`config.mk`:
```
export PLATFORM = sky130hd
export DESIGN_NAME = nff_host
export DESIGN_NICKNAME = d
export VERILOG_FILES = /design/src/nff_pkg.sv /design/src/nff_sync.sv /design/src/nff_host.sv
export VERILOG_INCLUDE_DIRS = /design/src
export SDC_FILE = /design/constraint.sdc
export NUM_CORES = 1
export LEC_CHECK = 0
export BUFFER_PORTS_ARGS = -buffer_cell sky130_fd_sc_hd__buf_4
export CORE_UTILIZATION = 55
export CTS_CLUSTER_DIAMETER = 40
export DETAILED_ROUTE_END_ITERATION = 10
export PLACE_DENSITY_LB_ADDON = 0.3
export SLEW_MARGIN = 25
export SYNTH_ARGS = -nofsm -noshare
export SYNTH_HDL_FRONTEND = slang
export SYNTH_SLANG_ARGS = --single-unit
```
`constraint.sdc`:
```
create_clock -name CLK_IN -period 3 [get_ports CLK_IN]
set_input_delay 0.75 -clock CLK_IN [delete_from_list [all_inputs] [get_ports CLK_IN]]
set_output_delay 0.75 -clock CLK_IN [all_outputs]
set_load 0.02 [all_outputs]
```
`src/nff_map.svh`:
```
// constants for the nibble fall-through buffer controller
// assumes inclusion by bare name from the package and nff_host
`ifndef NFF_MAP_SVH
`define NFF_MAP_SVH

// word width and depth of the buffer outside
`define NFF_WORD_BITS 4
`define NFF_DEPTH 64
// flip-flops in each pin synchroniser
`define NFF_SYNC_STAGES 2
// width and bit positions of the pin bundle fed through the synchroniser
`define NFF_SYNC_BITS 6
`define NFF_SYNC_SPACE 4
`define NFF_SYNC_VALID 5

`endif

```
`src/nff_pkg.sv`:
```
// types for the nibble fall-through buffer controller
// assumes nff_map.svh is on the include path
`include "nff_map.svh"

package nff_pkg;

	typedef logic [`NFF_WORD_BITS-1:0] nff_word_t;

	// write side sequence, one-hot
	typedef enum logic [3:0] {
		W_IDLE = 4'h1,
		W_SETUP = 4'h2,
		W_STROBE = 4'h4,
		W_DONE = 4'h8
	} nff_wr_state_t;

	// read side sequence, one-hot
	typedef enum logic [2:0] {
		R_IDLE = 3'h1,
		R_UNLOAD = 3'h2,
		R_DONE = 3'h4
	} nff_rd_state_t;

endpackage

```
`src/nff_sync.sv`:
```
// multi-bit two-stage synchroniser for pin inputs
// assumes each bit is independently stable long enough to be seen
`timescale 1ns/10ps

module nff_sync #(
	parameter int WIDTH = 1
) (
	input wire logic clk_in,
	input wire logic rstn_in,
	input wire logic ce_in,
	input wire logic [WIDTH-1:0] d_in,
	output logic [WIDTH-1:0] q_out
);
	logic [WIDTH-1:0] stage1;
	logic [WIDTH-1:0] next_stage1;
	logic [WIDTH-1:0] next_q;

	// first stage feeds only the second stage
	always_comb begin
		next_stage1 = d_in;
		next_q = stage1;
	end

	// registers only; reset loads constants
	always_ff @(posedge clk_in) begin
		if (!rstn_in) begin
			stage1 <= '0;
			q_out <= '0;
		end else if (ce_in) begin
			stage1 <= next_stage1;
			q_out <= next_q;
		end
	end

endmodule // nff_sync

```
`src/nff_host.sv`:
```
// controller driving a 64 x 4 fall-through buffer through its pins
// assumes buffer pins are asynchronous to CLK_IN; user side is on CLK_IN
//
// Function
// - nibble captured while space and load both high; writer holds nibble
// - word held until space and load both low; writer drops load
// - unload while word valid removes the word; word valid drops
// - output word held until valid and unload low, then next word shown
`timescale 1ns/10ps
`include "nff_map.svh"

module nff_host #(
	parameter int WORD_BITS = `NFF_WORD_BITS,
	parameter int DEPTH = `NFF_DEPTH
) (
	input wire logic CLK_IN,
	input wire logic RSTN_IN,
	input wire logic CE_IN,
	input wire nff_pkg::nff_word_t WR_DATA_IN,
	input wire logic WR_VALID_IN,
	output logic WR_READY_OUT,
	output nff_pkg::nff_word_t RD_DATA_OUT,
	output logic RD_VALID_OUT,
	input wire logic RD_READY_IN,
	input wire logic SPACE_AVAILABLE_IN,
	output logic LOAD_STROBE_OUT,
	output nff_pkg::nff_word_t WRITE_NIBBLE_OUT,
	input wire logic WORD_VALID_IN,
	input wire nff_pkg::nff_word_t READ_NIBBLE_IN,
	output logic UNLOAD_STROBE_OUT
);
	import nff_pkg::*;

	logic [`NFF_SYNC_BITS-1:0] pins_raw;
	logic [`NFF_SYNC_BITS-1:0] pins_sync;
	logic space_s;
	logic valid_s;
	nff_wr_state_t wr_state;
	nff_wr_state_t next_wr_state;
	nff_word_t nibble;
	nff_word_t next_nibble;
	nff_rd_state_t rd_state;
	nff_rd_state_t next_rd_state;
	logic wr_take;
	logic rd_take;
	logic valid_hold;
	logic next_valid_hold;

	// all buffer pins cross in one bundle; data is only used while valid is steady
	assign pins_raw = {WORD_VALID_IN, SPACE_AVAILABLE_IN, READ_NIBBLE_IN};

	nff_sync #(
		.WIDTH(`NFF_SYNC_BITS)
	) u_pin_sync (
		.clk_in(CLK_IN),
		.rstn_in(RSTN_IN),
		.ce_in(CE_IN),
		.d_in(pins_raw),
		.q_out(pins_sync)
	);

	assign space_s = pins_sync[`NFF_SYNC_SPACE];
	assign valid_s = pins_sync[`NFF_SYNC_VALID];

	// write side handshake, independent of the read side
	assign wr_take = (wr_state == W_IDLE) && space_s && WR_VALID_IN && CE_IN;
	assign WR_READY_OUT = (wr_state == W_IDLE) && space_s && CE_IN;
	assign LOAD_STROBE_OUT = (wr_state == W_STROBE);
	assign WRITE_NIBBLE_OUT = nibble;

	// setup cycle puts the nibble on the pins before load rises
	always_comb begin
		next_wr_state = wr_state;
		next_nibble = nibble;
		unique case (wr_state)
			W_IDLE: begin
				if (wr_take) begin
					next_nibble = WR_DATA_IN; // held through the strobe
					next_wr_state = W_SETUP;
				end
			end
			W_SETUP: begin
				next_wr_state = W_STROBE;
			end
			W_STROBE: begin
				// buffer drops space once it holds the word
				if (!space_s) begin
					next_wr_state = W_DONE;
				end
			end
			W_DONE: begin
				// load low for a cycle; buffer ripples the word on
				next_wr_state = W_IDLE;
			end
		endcase
	end

	// write side registers
	always_ff @(posedge CLK_IN) begin
		if (!RSTN_IN) begin
			wr_state <= W_IDLE;
			nibble <= '0;
		end else if (CE_IN) begin
			wr_state <= next_wr_state;
			nibble <= next_nibble;
		end
	end

	// read side: one user word per unload keeps arrival order
	// data pins cross beside valid; one more cycle lets every data bit settle
	assign rd_take = (rd_state == R_IDLE) && valid_s && valid_hold && RD_READY_IN && CE_IN;
	assign RD_VALID_OUT = rd_take;
	assign RD_DATA_OUT = pins_sync[WORD_BITS-1:0];
	assign UNLOAD_STROBE_OUT = (rd_state == R_UNLOAD);

	// unload only after the word is seen; wait for valid to drop, then release
	always_comb begin
		next_rd_state = rd_state;
		next_valid_hold = valid_s;
		unique case (rd_state)
			R_IDLE: begin
				if (rd_take) begin
					next_rd_state = R_UNLOAD;
				end
			end
			R_UNLOAD: begin
				if (!valid_s) begin
					next_rd_state = R_DONE;
				end
			end
			R_DONE: begin
				// valid may stay low while empty; idle just waits
				next_rd_state = R_IDLE;
			end
		endcase
	end

	// read side registers
	always_ff @(posedge CLK_IN) begin
		if (!RSTN_IN) begin
			rd_state <= R_IDLE;
			valid_hold <= 1'b0;
		end else if (CE_IN) begin
			rd_state <= next_rd_state;
			valid_hold <= next_valid_hold;
		end
	end
endmodule // nff_host

```
==> reports/qor.yml <==
outcome:
  status: "finished, final reports clean"
worst_setup_path:
  ws_path_type: "input port to output port"
  worst_ep_required_time_ns: 2.25
  reg2reg_depth: 3
  path_cells: "buf_4 -> and2b_1 -> and4_1 -> buf_4"
  timing.critical_path.slowest_cell_delay_ns: 0.29
  worst-path-buf-inv: 2
  worstPathArrival_ns: 1.64
  worst_r2r_start: "wr_state[0]$_SDFFE_PN1P_"
  cp_top_family: "simple AND/OR/NAND/NOR gates"
  critical_path.slowest_cell: "buf_4"
  endpoint_of_the_worst_register_to_register_path: "WRITE_NIBBLE_OUT[3]$_SDFFE_PN0P_"
  cell_repeated_most_along_the_worst_path: "buf_4"
  rrSetupSlack_ns: 1.60
  critical_path.endpoint_type: "output port"
  critPathMaxFanout: 24
  worstSetupStartpointType: "input port"
yosys:
  yosys.cell_types.count: 33
  synth-seq-area-share: 0.423
  synth_area_per_cell_sq_um: 9.38
  post_synth_inst_count: 121
  synth_seq_cells: 24
  post_synthesis_cell_area_sq_um: 1130
  yosys_warn_count: 0
  synthesized_nets: 136
global_route:
  antenna_found_initial: 0
  grt-ovfl-total: 0
  grt.total_usage: 0.203
  grt_pass1_wl_um: 3130
  first_global_vias: 727
  maximum_number_of_pins_on_one_net_before_global_route_repair: 28
cts:
  clk_transition_reported_paths_ns: 0.12
  tritoncts: "built"
  htree_levels: 1
  cts_max_path_buffers: 2
  clock_sinks: 24
  cts.repair_timing.setup_buffer_count: 0
  gates_resized_cts_repair: 0
  cts_made_buffers: 3
  worstSkewPairLatency_ns: 0.31
  root_buffer: "clkbuf_4"
  cts_hold_buf: 0
floorplan:
  core_region_area_sq_um: 1940
  die-height_um: 47.4
  initial_core_util: 0.584
  dieArea_sq_um: 2250
  placement_rows: 16
  count_of_pins_on_the_block_boundary: 27
  dieWidth_um: 47.4
cells_and_area:
  final_net_count: 154
  diodes: 0
  drive_gt1_frac: 0.239
  mostFrequentLayoutCell: "buf_4"
  layout_common_cells: "26 x buf_4, 24 x dfxtp_1, 16 x nor2b_1"
  final_core_util: 0.689
  area.growth.synth_to_final_pct: 18.0
  multi_input_area_sq_um: 566
  fillCellCount: 167
  seq_area_sq_um: 480
  post_layout_nonfiller_instances: 165
place:
  dp.cells: 161
  port-buffer-count: 26
  routabilityCongestion: 0.768
  place.detailed.hpwl_um: 1420
worst_hold_path:
  worst_hold_path.endpoint: "WRITE_NIBBLE_OUT[1]$_SDFFE_PN0P_"
  hold_path_depth: 2
  min-delay-start: "WRITE_NIBBLE_OUT[1]$_SDFFE_PN0P_"
  hp-class: "flip-flop to flip-flop"
sta:
  slew-limit-headroom: 0.703
  finalSetupViolCount: 0
  finalMaxSlewViolations: 0
  finClkSkew_ns: 0.0116
  final_min_period_over_clock_period: 0.795
  tightest_slew_ns: 0.442
  timing.hold.ws_ns: 0.474
  report.final.hold_viol_count: 0
  fin_tns_setup_ns: 0
  fmax_mhz: 419
  min_period_ns: 2.39
  unrepaired_setup_endpoints_after_global_routing: "false"
run:
  cap_violations: 0
power:
  power.density_cell_area_nw_per_um2: 499
  power_leakage_nw: 0.554
  max-vdd-ir-drop_uv: 457
route:
  vias_per_cell: 5.41
  post_drt_wl_per_cell_um: 12.1
  vias: 893
  drtIter0Drc: 13
  detailedRoute.firstPassIterationCount: 4
  postRouteAntennaNets: 0
  drt-total-wl_um: 1990
  drc_errors: 0
-- logic make-up (layout without fill, tap and decap cells) --
| family | Yosys count | in the layout | synth area share |
|---|---|---|---|
| simple gates | 49 | 49 | 0.272 |
| compound gates | 19 | 19 | 0.111 |
| mux | 13 | 13 | 0.115 |
| flops | 24 | 24 | 0.423 |
| buf+inv | 16 | 33 | 0.0783 |
-- how the worst max path moves through the flow --
stage	startpoint	to	slack [ns]	cells past startpoint
floorplan	CE_IN	RD_VALID_OUT	0.51	4
global placement	CE_IN	WR_READY_OUT	0.66	4
detailed placement	CE_IN	WR_READY_OUT	0.61	4
CTS	CE_IN	WR_READY_OUT	0.61	4
global route	CE_IN	WR_READY_OUT	0.57	4
finish	CE_IN	WR_READY_OUT	0.61	4
-- metal layers --
layer,up-vias,track usage,share of wire
li1,456,-,-
met1,412,0.259,0.43
met2,21,0.345,0.53
met3,4,0.0340,0.030
met4,0,0.0686,0.014
met5,-,0,0
-- tightest hold or removal path, cell delays in order, from the launching register on --
cell     delay [ns]
dfxtp_1        0.33
nand2_1        0.05
o21ai_0        0.06
-- synthesized netlist by cell type --
library cell,n,area (sq um)
nor2_1,5,18.8
a31oi_1,3,18.8
buf_4,6,45.0
and2_1,1,6.26
nand2_1,9,33.8
nand3b_4,1,20.0
a22oi_1,1,7.51
nor3b_1,2,15.0
inv_1,3,11.3
nor2b_1,16,100
o21ai_0,6,30.0
and4_1,1,8.76
buf_2,5,25.0
nand4_1,1,6.26
nor4_4,1,21.3
a21oi_1,2,10.0
and2b_1,1,7.51
nor4bb_1,1,10.0
nand3_1,5,25.0
o2111ai_1,1,8.76
nor3_1,1,5.00
and3b_1,1,8.76
nor4_1,1,6.26
o21a_1,1,7.51
mux2i_1,13,130
clkbuf_1,2,7.51
o31ai_1,1,7.51
nor4b_1,1,8.76
a211oi_1,1,7.51
dfxtp_1,24,480
o221a_2,1,11.3
o32ai_1,2,17.5
nand3b_1,1,7.51
-- layout make-up --
cell class	count	area share
Sequential cell	24	0.359
Timing Repair Buffer	26	0.146
Tap cell	27	0.0252
Inverter	3	0.00841
Multi-Input combinational cell	81	0.422
Clock inverter	1	0.0224
Clock buffer	3	0.0168
-- flip-flops by register name, summed over array words and instances, names as in the netlist --
name	flops
u_pin_sync.next_q	6
u_pin_sync.q_out	6
WRITE_NIBBLE_OUT	4
wr_state	4
rd_state	3
valid_hold	1
-- where the power goes --
part	leakage, nW	switching, W	internal, W
Sequential	0.195	0.0000158	0.000335
Clock	0.0279	0.0000918	0.000135
Combinational	0.330	0.0000438	0.0000463
Total	0.554	0.000151	0.000516
-- metrics by stage --
step / instance area, sq um / power [W] / worst slack (ns)
3_5_place_dp: 1290 / 0.000445 / 0.610
2_1_floorplan: 1130 / 0.000421 / 0.506
5_1_grt: 1340 / 0.000697 / 0.568
6_report: 1340 / 0.000668 / 0.615
3_3_place_gp: 1290 / 0.000441 / 0.662
4_1_cts: 1340 / 0.000672 / 0.612
(Power assumes the default switching activity.)
